<file path="config.mk">
export PLATFORM = sky130hd
export DESIGN_NAME = fcdma_core
export DESIGN_NICKNAME = d
export VERILOG_FILES = /design/src/common/fcdma_pkg.sv /design/src/hdl/fcdma_buf2.sv /design/src/hdl/fcdma_trigsel.sv /design/src/hdl/fcdma_core.sv
export SDC_FILE = /design/constraint.sdc
export NUM_CORES = 1
export LEC_CHECK = 0
export BUFFER_PORTS_ARGS = -buffer_cell sky130_fd_sc_hd__buf_2
export CAP_MARGIN = 10
export CORE_ASPECT_RATIO = 1.25
export CORE_MARGIN = 1
export CORE_UTILIZATION = 30
export DETAILED_ROUTE_END_ITERATION = 7
export SLEW_MARGIN = 25
export SYNTH_ARGS = -nofsm -noshare
export SYNTH_HDL_FRONTEND = slang
export SYNTH_SLANG_ARGS = --single-unit
</file>
<file path="constraint.sdc">
create_clock -name mclk_in -period 8.43 [get_ports mclk_in]
set_clock_uncertainty 0.1 [all_clocks]
set_input_delay 1.686 -clock mclk_in [delete_from_list [all_inputs] [get_ports mclk_in]]
set_output_delay 1.686 -clock mclk_in [all_outputs]
set_load 0.05 [all_outputs]
</file>
<file path="src/common/fcdma_pkg.sv">
// shared constants of the five channel transfer core; no outside assumptions.
package fcdma_pkg;
  // ----------------------------------------------------------------
  // channel count and control byte layout (D0 is the msb)
  // ----------------------------------------------------------------
  localparam int NCH = 5;
  localparam int CTRL_SEL_HI = 5;  // D2
  localparam int CTRL_SEL_LO = 4;  // D3
  localparam int CTRL_EN = 3;      // D4
  localparam int CTRL_HALF = 2;    // D5
  localparam int CTRL_SRC_INC = 1; // D6
  localparam int CTRL_DST_INC = 0; // D7
  localparam logic [1:0] SEL_00 = 2'h0;
  localparam logic [1:0] SEL_01 = 2'h1;
  localparam logic [1:0] SEL_10 = 2'h2;
  localparam logic [1:0] SEL_11 = 2'h3;
  // ----------------------------------------------------------------
  // address window, buffer shape, reset values
  // ----------------------------------------------------------------
  localparam logic [15:0] WINDOW_HI = 16'h0080;
  localparam int DATA_W = 16;
  localparam int BUF_DEPTH = 2;
  localparam logic [15:0] ADDR_RST = 16'h0000;
  localparam logic [7:0] CNT_RST = 8'hff;
  localparam logic [15:0] STEP_BYTE = 16'h0001;
  localparam logic [15:0] STEP_HALF = 16'h0002;
  localparam logic [4:0] RING_BYTE_STEP = 5'h01;
  localparam logic [5:0] RING_HALF_STEP = 6'h02;
  typedef enum logic [1:0] {ST_IDLE, ST_REQ, ST_READ, ST_WRITE} fcdma_state_e;
endpackage : fcdma_pkg

</file>
<file path="src/hdl/fcdma_buf2.sv">
// two entry holding buffer between the read and the write bus cycle.
// assumes the drain side may stall for any number of cycles.
`timescale 1ns/1ps
`default_nettype none
module fcdma_buf2 #(
  parameter int W = fcdma_pkg::DATA_W,
  parameter int D = fcdma_pkg::BUF_DEPTH
) (
  // clock and reset
  input wire logic mclk_in,
  input wire logic rst_n_in,
  // fill side
  input wire logic in_valid_in,
  output logic in_ready_out,
  input wire logic [W-1:0] in_data_in,
  // drain side
  input wire logic out_ready_in,
  output logic out_valid_out,
  output logic [W-1:0] out_data_out
);
  logic [W-1:0] mem_q [D];
  logic [$clog2(D)-1:0] wp_q, rp_q;
  logic [$clog2(D):0] cnt_q;
  logic push, pop;

  // honest full and empty from the occupancy count
  assign in_ready_out = (cnt_q != ($clog2(D)+1)'(D));
  assign out_valid_out = (cnt_q != '0);
  assign out_data_out = mem_q[rp_q];
  assign push = in_valid_in && in_ready_out;
  assign pop = out_ready_in && out_valid_out;

  // storage has no reset, only the pointers and the count need one
  always_ff @(posedge mclk_in) begin
    if (push) begin
      mem_q[wp_q] <= in_data_in;
    end
  end

  // pointers wrap at the depth
  always_ff @(posedge mclk_in or negedge rst_n_in) begin
    if (!rst_n_in) begin
      wp_q <= '0;
      rp_q <= '0;
      cnt_q <= '0;
    end else begin
      if (push) begin
        wp_q <= (wp_q == ($clog2(D))'(D-1)) ? '0 : wp_q + 1'b1;
      end
      if (pop) begin
        rp_q <= (rp_q == ($clog2(D))'(D-1)) ? '0 : rp_q + 1'b1;
      end
      cnt_q <= cnt_q + ($clog2(D)+1)'(push) - ($clog2(D)+1)'(pop);
    end
  end
endmodule : fcdma_buf2
`default_nettype wire

</file>
<file path="src/hdl/fcdma_trigsel.sv">
// request source selection for the five channels.
// assumes all event inputs are one-cycle pulses on mclk_in.
`timescale 1ns/1ps
`default_nettype none
module fcdma_trigsel (
  // selectors and software starts
  input wire logic [4:0][1:0] sel_in,
  input wire logic [4:0] sw_req_in,
  // per channel unit transfer completion
  input wire logic [4:0] unit_done_in,
  // peripheral events
  input wire logic adc_done_in,
  input wire logic io_timer8_underflow_in,
  input wire logic in_event_line2_in,
  input wire logic out_event_line0_in,
  input wire logic out_event_line1_in,
  input wire logic timer_input_13_in,
  input wire logic timer_input_18_in,
  input wire logic timer_input_19_in,
  input wire logic sio0_tx_empty_in,
  input wire logic sio0_rx_done_in,
  input wire logic sio1_rx_done_in,
  // selected trigger per channel
  output logic [4:0] trig_out
);
  // one case per channel (an if chain for channel 3), decoded from its own selector
  always_comb begin
    trig_out = '0;
    case (sel_in[0])
      fcdma_pkg::SEL_00: trig_out[0] = sw_req_in[0] | unit_done_in[2];
      fcdma_pkg::SEL_01: trig_out[0] = adc_done_in;
      fcdma_pkg::SEL_10: trig_out[0] = io_timer8_underflow_in;
      default: trig_out[0] = in_event_line2_in;
    endcase
    case (sel_in[1])
      fcdma_pkg::SEL_00: trig_out[1] = sw_req_in[1];
      fcdma_pkg::SEL_01: trig_out[1] = out_event_line0_in;
      fcdma_pkg::SEL_10: trig_out[1] = timer_input_13_in;
      default: trig_out[1] = unit_done_in[0];
    endcase
    case (sel_in[2])
      fcdma_pkg::SEL_00: trig_out[2] = sw_req_in[2];
      fcdma_pkg::SEL_01: trig_out[2] = out_event_line1_in;
      fcdma_pkg::SEL_10: trig_out[2] = timer_input_18_in;
      default: trig_out[2] = unit_done_in[1];
    endcase
    // upper bit alone picks serial 1 receive
    if (sel_in[3][1]) begin
      trig_out[3] = sio1_rx_done_in;
    end else if (sel_in[3][0]) begin
      trig_out[3] = sio0_tx_empty_in;
    end else begin
      trig_out[3] = sw_req_in[3];
    end
    case (sel_in[4])
      fcdma_pkg::SEL_00: trig_out[4] = sw_req_in[4];
      fcdma_pkg::SEL_01: trig_out[4] = unit_done_in[3];
      fcdma_pkg::SEL_10: trig_out[4] = sio0_rx_done_in;
      default: trig_out[4] = timer_input_19_in;
    endcase
  end
endmodule : fcdma_trigsel
`default_nettype wire

</file>
<file path="src/hdl/fcdma_core.sv">
// five channel transfer core: trigger pick, fixed priority, dual address moves.
// assumes the bus owner grants by level and ends each cycle with bus_ready_in;
// all event pulses arrive from logic on mclk_in.
`timescale 1ns/1ps
`default_nettype none
module fcdma_core (
  // clock and reset
  input wire logic mclk_in,
  input wire logic rst_n_in,
  // channel control bytes (D0 msb) and ring mode
  input wire logic [4:0][7:0] ch_ctrl_in,
  input wire logic [4:0] ch_ring_mode_in,
  // software starts, one pulse per write
  input wire logic [4:0] ch_sw_req_in,
  // address and count loads
  input wire logic [4:0] ch_src_load_in,
  input wire logic [4:0] ch_dst_load_in,
  input wire logic [4:0] ch_cnt_load_in,
  input wire logic [15:0] load_addr_in,
  input wire logic [7:0] load_cnt_in,
  // completion status and masks
  input wire logic [4:0] irq_status_clr_in,
  input wire logic [4:0] irq_mask_in,
  // peripheral events
  input wire logic adc_done_in,
  input wire logic io_timer8_underflow_in,
  input wire logic in_event_line2_in,
  input wire logic out_event_line0_in,
  input wire logic out_event_line1_in,
  input wire logic timer_input_13_in,
  input wire logic timer_input_18_in,
  input wire logic timer_input_19_in,
  input wire logic sio0_tx_empty_in,
  input wire logic sio0_rx_done_in,
  input wire logic sio1_rx_done_in,
  // internal bus master side
  output logic bus_req_out,
  input wire logic bus_grant_in,
  output logic bus_rd_out,
  output logic bus_wr_out,
  output logic [31:0] bus_addr_out,
  output logic [1:0] bus_be_out,
  output logic [15:0] bus_wdata_out,
  input wire logic [15:0] bus_rdata_in,
  input wire logic bus_ready_in,
  // channel state readback
  output logic [4:0] ch_enable_out,
  output logic [4:0] ch_pending_out,
  output logic [4:0][15:0] ch_src_out,
  output logic [4:0][15:0] ch_dst_out,
  output logic [4:0][7:0] ch_cnt_out,
  output logic [4:0] ch_unit_done_out,
  output logic [4:0] irq_status_out,
  output logic irq_out
);
  // ----------------------------------------------------------------
  // helpers
  // ----------------------------------------------------------------

  // next address after one unit; ring mode wraps low five or six bits
  function automatic logic [15:0] next_addr(input logic [15:0] a, input logic inc,
                                           input logic half, input logic ring);
    logic [15:0] r;
    r = a;
    if (!inc) begin
      r = a;
    end else if (ring && half) begin
      r = {a[15:6], a[5:0] + fcdma_pkg::RING_HALF_STEP};
    end else if (ring) begin
      r = {a[15:5], a[4:0] + fcdma_pkg::RING_BYTE_STEP};
    end else begin
      r = a + (half ? fcdma_pkg::STEP_HALF : fcdma_pkg::STEP_BYTE);
    end
    return r;
  endfunction : next_addr

  // lane enables: even byte is the upper lane, halfwords use both
  function automatic logic [1:0] lane_be(input logic half, input logic lsb);
    logic [1:0] r;
    r = 2'h3;
    if (!half) begin
      r = lsb ? 2'h1 : 2'h2;
    end
    return r;
  endfunction : lane_be

  // full bus address; the lsb is dropped for halfwords
  function automatic logic [31:0] bus_addr(input logic [15:0] a, input logic half);
    return {fcdma_pkg::WINDOW_HI, a[15:1], a[0] & ~half};
  endfunction : bus_addr

  // lowest numbered request wins
  function automatic logic [2:0] prio_pick(input logic [4:0] req);
    logic [2:0] r;
    r = 3'h0;
    for (int i = fcdma_pkg::NCH - 1; i >= 0; i--) begin
      if (req[i]) begin
        r = 3'(i);
      end
    end
    return r;
  endfunction : prio_pick

  // ----------------------------------------------------------------
  // state
  // ----------------------------------------------------------------
  fcdma_pkg::fcdma_state_e state_q;
  logic [2:0] cur_q;
  logic [4:0] pend_q, ended_q, irq_q;
  logic [4:0][15:0] src_q, dst_q;
  logic [4:0][7:0] cnt_q;
  logic [31:0] addr_q;
  logic [1:0] be_q;
  logic [4:0] active, trig, unit_done, can_go;
  logic [4:0][1:0] sel;
  logic cur_half, cur_ring, underflow;
  logic buf_in_ready, buf_out_valid, buf_push, buf_pop;
  logic [15:0] rd_placed, buf_data;
  logic [7:0] rd_byte;

  // ----------------------------------------------------------------
  // channel status and triggers
  // ----------------------------------------------------------------

  // hardware end holds until software drops the enable bit
  always_comb begin
    for (int c = 0; c < fcdma_pkg::NCH; c++) begin
      active[c] = ch_ctrl_in[c][fcdma_pkg::CTRL_EN] & ~ended_q[c];
      sel[c] = {ch_ctrl_in[c][fcdma_pkg::CTRL_SEL_HI], ch_ctrl_in[c][fcdma_pkg::CTRL_SEL_LO]};
      unit_done[c] = buf_pop && (cur_q == 3'(c));
    end
  end

  fcdma_trigsel u_trigsel (
    .sel_in(sel),
    .sw_req_in(ch_sw_req_in),
    .unit_done_in(unit_done),
    .adc_done_in(adc_done_in),
    .io_timer8_underflow_in(io_timer8_underflow_in),
    .in_event_line2_in(in_event_line2_in),
    .out_event_line0_in(out_event_line0_in),
    .out_event_line1_in(out_event_line1_in),
    .timer_input_13_in(timer_input_13_in),
    .timer_input_18_in(timer_input_18_in),
    .timer_input_19_in(timer_input_19_in),
    .sio0_tx_empty_in(sio0_tx_empty_in),
    .sio0_rx_done_in(sio0_rx_done_in),
    .sio1_rx_done_in(sio1_rx_done_in),
    .trig_out(trig)
  );

  // a fresh trigger in the completing cycle survives the clear
  always_ff @(posedge mclk_in or negedge rst_n_in) begin
    if (!rst_n_in) begin
      pend_q <= '0;
    end else begin
      pend_q <= ((pend_q & ~unit_done) | trig) & active;
    end
  end

  // ----------------------------------------------------------------
  // sequencer: arbitrate, hold bus, read, write, release
  // ----------------------------------------------------------------
  assign can_go = pend_q & active;
  assign cur_half = ch_ctrl_in[cur_q][fcdma_pkg::CTRL_HALF];
  assign cur_ring = ch_ring_mode_in[cur_q];
  assign underflow = (cnt_q[cur_q] == '0) && !cur_ring;

  // priority is looked at again from idle after each unit
  always_ff @(posedge mclk_in or negedge rst_n_in) begin
    if (!rst_n_in) begin
      state_q <= fcdma_pkg::ST_IDLE;
      cur_q <= 3'h0;
    end else begin
      case (state_q)
        fcdma_pkg::ST_IDLE: begin
          if (|can_go) begin
            cur_q <= prio_pick(can_go);
            state_q <= fcdma_pkg::ST_REQ;
          end
        end
        fcdma_pkg::ST_REQ: begin
          if (bus_grant_in) begin
            state_q <= fcdma_pkg::ST_READ;
          end
        end
        fcdma_pkg::ST_READ: begin
          if (buf_push) begin
            state_q <= fcdma_pkg::ST_WRITE;
          end
        end
        default: begin
          if (buf_pop) begin
            state_q <= fcdma_pkg::ST_IDLE;
          end
        end
      endcase
    end
  end

  // address and lanes are registered so the bus sees steady values
  always_ff @(posedge mclk_in or negedge rst_n_in) begin
    if (!rst_n_in) begin
      addr_q <= '0;
      be_q <= '0;
    end else if (state_q == fcdma_pkg::ST_REQ && bus_grant_in) begin
      addr_q <= bus_addr(src_q[cur_q], cur_half);
      be_q <= lane_be(cur_half, src_q[cur_q][0]);
    end else if (buf_push) begin
      addr_q <= bus_addr(dst_q[cur_q], cur_half);
      be_q <= lane_be(cur_half, dst_q[cur_q][0]);
    end
  end

  // bus is held from request to the end of the write, at least three cycles
  assign bus_req_out = (state_q != fcdma_pkg::ST_IDLE);
  assign bus_rd_out = (state_q == fcdma_pkg::ST_READ);
  assign bus_wr_out = (state_q == fcdma_pkg::ST_WRITE) && buf_out_valid;
  assign bus_addr_out = addr_q;
  assign bus_be_out = be_q;
  assign bus_wdata_out = buf_data;

  // ----------------------------------------------------------------
  // data path: for bytes pick source lane and copy to both lanes, halfwords pass whole, hold in buffer
  // ----------------------------------------------------------------
  assign rd_byte = src_q[cur_q][0] ? bus_rdata_in[7:0] : bus_rdata_in[15:8];
  assign rd_placed = cur_half ? bus_rdata_in : {rd_byte, rd_byte};
  assign buf_push = bus_rd_out && bus_ready_in && buf_in_ready;
  assign buf_pop = bus_wr_out && bus_ready_in;

  fcdma_buf2 #(
    .W(fcdma_pkg::DATA_W),
    .D(fcdma_pkg::BUF_DEPTH)
  ) u_buf (
    .mclk_in(mclk_in),
    .rst_n_in(rst_n_in),
    .in_valid_in(bus_rd_out && bus_ready_in),
    .in_ready_out(buf_in_ready),
    .in_data_in(rd_placed),
    .out_ready_in(bus_wr_out && bus_ready_in),
    .out_valid_out(buf_out_valid),
    .out_data_out(buf_data)
  );

  // ----------------------------------------------------------------
  // per channel address, count and end bookkeeping
  // ----------------------------------------------------------------

  // addresses step only when the write completes
  always_ff @(posedge mclk_in or negedge rst_n_in) begin
    if (!rst_n_in) begin
      src_q <= {fcdma_pkg::NCH{fcdma_pkg::ADDR_RST}};
      dst_q <= {fcdma_pkg::NCH{fcdma_pkg::ADDR_RST}};
    end else begin
      for (int c = 0; c < fcdma_pkg::NCH; c++) begin
        if (unit_done[c]) begin
          src_q[c] <= next_addr(src_q[c], ch_ctrl_in[c][fcdma_pkg::CTRL_SRC_INC],
                                cur_half, cur_ring);
          dst_q[c] <= next_addr(dst_q[c], ch_ctrl_in[c][fcdma_pkg::CTRL_DST_INC],
                                cur_half, cur_ring);
        end else begin
          if (ch_src_load_in[c]) begin
            src_q[c] <= load_addr_in;
          end
          if (ch_dst_load_in[c]) begin
            dst_q[c] <= load_addr_in;
          end
        end
      end
    end
  end

  // counter is write protected while the channel is enabled
  always_ff @(posedge mclk_in or negedge rst_n_in) begin
    if (!rst_n_in) begin
      cnt_q <= {fcdma_pkg::NCH{fcdma_pkg::CNT_RST}};
    end else begin
      for (int c = 0; c < fcdma_pkg::NCH; c++) begin
        if (unit_done[c]) begin
          cnt_q[c] <= cnt_q[c] - 8'h01;
        end else if (ch_cnt_load_in[c] && !ch_ctrl_in[c][fcdma_pkg::CTRL_EN]) begin
          cnt_q[c] <= load_cnt_in;
        end
      end
    end
  end

  // the end latch stands in for the cleared enable bit
  always_ff @(posedge mclk_in or negedge rst_n_in) begin
    if (!rst_n_in) begin
      ended_q <= '0;
    end else begin
      for (int c = 0; c < fcdma_pkg::NCH; c++) begin
        if (unit_done[c] && underflow) begin
          ended_q[c] <= 1'b1;
        end else if (!ch_ctrl_in[c][fcdma_pkg::CTRL_EN]) begin
          ended_q[c] <= 1'b0;
        end
      end
    end
  end

  // completion status is sticky; a set in the clear cycle wins
  always_ff @(posedge mclk_in or negedge rst_n_in) begin
    if (!rst_n_in) begin
      irq_q <= '0;
    end else begin
      for (int c = 0; c < fcdma_pkg::NCH; c++) begin
        if (unit_done[c] && underflow) begin
          irq_q[c] <= 1'b1;
        end else if (irq_status_clr_in[c]) begin
          irq_q[c] <= 1'b0;
        end
      end
    end
  end

  // ----------------------------------------------------------------
  // readback
  // ----------------------------------------------------------------
  assign ch_enable_out = active;
  assign ch_pending_out = pend_q;
  assign ch_src_out = src_q;
  assign ch_dst_out = dst_q;
  assign ch_cnt_out = cnt_q;
  assign ch_unit_done_out = unit_done;
  assign irq_status_out = irq_q;
  assign irq_out = |(irq_q & ~irq_mask_in);
endmodule : fcdma_core
`default_nettype wire

</file>
==> impl_results.md <==
- Clk sink count: roughly 280
- Cells after DPL: ~3300
- DIE AREA: between 0.06 and 0.07 mm^2
- Share of cells above drive strength 1: roughly a quarter
- Commonest non-fill, non-tap cell in the layout: buf_2
- RSZ-0062 raised after global routing: false
- CTS max path bufs: 3
- Tmin final: 5630 ps
- VDD IR max: roughly 0.15 mV
- TNS Setup: 0 ps
- Reg-to-Reg End: ch_src_out[47]
- Final Net Count: roughly 2700
- Mapped Avg Cell Area: around 8.8 um^2
- Die Span Y: roughly 290 um
- Worst-path clk slew: ~50 ps
- Sequential-to-total area share from yosys stat: roughly 37%
- Syn Std Cell Area: slightly below 0.02 mm^2
- RD Place Congestion: between 0.9 and 1
- Filler cells: 6512
- CP endpoint kind: primary output
- Max-slew violation count: 0
- Num rows: just over 100
- DR DRC count: 0
- PwrDens: between 300 and 400 mW/mm^2
- Critical Path Fanout Max: 51
- Root Buffer: clkbuf_16
- Worst-Skew Late Latency: 570 ps
- Setup Viol. Count Final: 0
- WS Path Type: in -> out
- Vias in the first global route: between 15000 and 20000
- Routed via count: just over 20000
- Antenna-violating nets left: 0
- Hold WS: 362 ps
- Port Buf Inserts: roughly 380
- EDFF count, synth: 32
- Sequential Area: about 0.0071 mm^2
- CP Launch Type: primary input
- Yosys warnings: 0
- Leakage: 9.69 nW
- Final WL: approximately 88000 um
- Die Wd: between 200 and 250 um
- GRT Total Usage: between 20% and 30%
- Distinct cells, synth: slightly below 100
- Placed cell area: 0.0219 mm^2
- Final hold violations: 0
- Total of max-cap violations: 0
- Flops & latches, synth: between 200 and 300
- Worst setup startpoint: bus_ready_in
- Post-DP HPWL: around 66000 um
- CTS tree: built
- Core Area: roughly 0.064 mm^2
- Tcrit/Tclk final: between 60% and 70%
- Max frequency: 178 MHz
- First DRT Iteration DRCs: between 2000 and 2500
- Initial antenna violation count: 3
- Ys async rst share: between 80% and 90%
- Final non-filler cell total: ~3400
- Initial Util: a little over 30%
- Total CTS buffers: 35
- Reg2reg path depth: 13
- Design Area, Final: ~0.023 mm^2
- GRT Residual Overflow: 0
- Post_cts resized: 0
- Max_slew headroom: roughly 26%
- Critical path capture point: ch_unit_done_out[0]
- Util after Layout: approximately 36%
- WL/cell: roughly 26 um
- # Post-CTS Setup Buffers: 0
- HP Class: reg -> reg
- Main synth FF type: dfrtp_1
- CP arrival: about 3900 ps
- DR vias/cell: 6.12
- Reg2Reg Launch Point: cur_q[0]
- First-pass GRT wire length: 128000 um
- Area Growth Syn to Fin: 19.0%
- Leading cell types in the layout, fill and taps excluded: buf_2 (377), o21ai_0 (239), dfrtp_1 (201)
- Multi-input gate area: 0.0113 mm^2
- Top-level I/O count: slightly above 400
- Largest net degree at the start of global routing: about 90
- Run status: completed
- Worst Path Required: between 6000 and 7000 ps
- CTS Hold Bufs: 0
- Worst slew pin tran: between 1000 and 1500 ps
- First drt pass iteration count: 6
- Worst R2R Setup Slack: about 3000 ps
- H-tree depth: 2
- Post-Synthesis Cells: approximately 2200
cell families (layout without fill, tap and decap cells):
family                   after synthesis  after routing  share of synthesized area, %
multiplexers                         106            106                          8.05
AO/OA/AOI/OAI                        804            804                          27.0
flip-flops                           275            275                          36.6
other                                  1             19                        0.0194
XOR/XNOR                              27             27                          1.22
adder cells (fa/ha/maj)               61             61                          4.33
AND/OR/NAND/NOR                      682            682                          17.2
buffers and inverters                252            571                          5.63
synth_stat cells, drive strengths merged (21+ instances only):
master | n | area (um^2)
a211oi | 28 | 223
nor2b | 21 | 131
o22ai | 32 | 214
mux4 | 35 | 788
a22o | 24 | 210
a221oi | 22 | 193
buf | 67 | 393
a32oi | 21 | 184
nand2 | 192 | 723
edfxtp | 32 | 961
a21oi | 194 | 975
nand3 | 72 | 360
and3 | 33 | 206
dfrtp | 203 | 5080
nor3 | 60 | 300
nor2 | 164 | 628
dfstp | 40 | 1050
mux2 | 46 | 522
and2 | 21 | 131
nand4 | 30 | 188
o21ai | 245 | 1230
mux2i | 25 | 250
a22oi | 21 | 163
a31oi | 30 | 188
ha | 51 | 638
inv | 98 | 368
clkbuf | 86 | 327
layer usage:
metal | vias to the layer above | wire, um | GRT usage, %
li1 | 8940 | - | -
met1 | 10200 | 34000 | 33.2
met2 | 1303 | 40300 | 40.9
met3 | 245 | 9110 | 5.95
met4 | 4 | 4210 | 11.6
met5 | - | 22 | 0
registers in the layout, indices dropped and copies added, names as in the netlist:
register and cells:
ch_dst_out 80, u_buf.mem_q 32, state_q 2, u_buf.wp_q 1, ch_pending_out 5, u_buf.rp_q 1
ch_cnt_out 40, bus_be_out 2, irq_status_out 5, u_buf.cnt_q 2, ch_src_out 80, ended_q 5
cur_q 3, bus_addr_out 17
critical path, cell delays in order:
cell	delay [ps]
buf_2	130
o211ai_2	230
inv_2	280
nand2_2	610
inv_1	190
buf_4	360
buf_2	340
how the worst min path moves through the flow:
| stage | start | to | slack [ps] | depth (start not counted) |
|---|---|---|---|---|
| after detailed placement | ch_cnt_out[5] | ch_cnt_out[5] | 360 | 2 |
| after global routing | ch_cnt_out[38] | ch_cnt_out[38] | 390 | 2 |
| after global placement | bus_addr_out[23] | bus_addr_out[23] | 360 | 1 |
| final | ch_cnt_out[5] | ch_cnt_out[5] | 360 | 2 |
| after floorplan | ended_q[0] | ended_q[0] | 350 | 2 |
| after CTS | ch_cnt_out[5] | ch_cnt_out[5] | 370 | 2 |
layout make-up:
type	instances	area share, %
Multi-Input combinational cell	1695	48.8
Inverter	99	1.61
Clock inverter	16	0.678
Clock buffer	46	4.24
Sequential cell	275	30.8
Antenna cell	4	0.0434
Timing Repair Buffer	410	9.30
Tap cell	840	4.56
metrics by stage:
step	total power, mW	setup slack, ps
final	8.41	2800
after CTS	8.37	2860
after global routing	8.80	2700
after detailed placement	6.81	2650
after global placement	6.72	2700
after floorplan	5.31	3170
power breakdown:
| group | switching, mW | total, mW | leakage (nW) | internal [mW] |
|---|---|---|---|---|
| combinational | 3.22 | 4.53 | 6.01 | 1.31 |
| sequential | 0.618 | 2.35 | 3.12 | 1.73 |
| clock | 0.651 | 1.53 | 0.557 | 0.884 |
No activity file was read; power rests on OpenSTA's default activity.
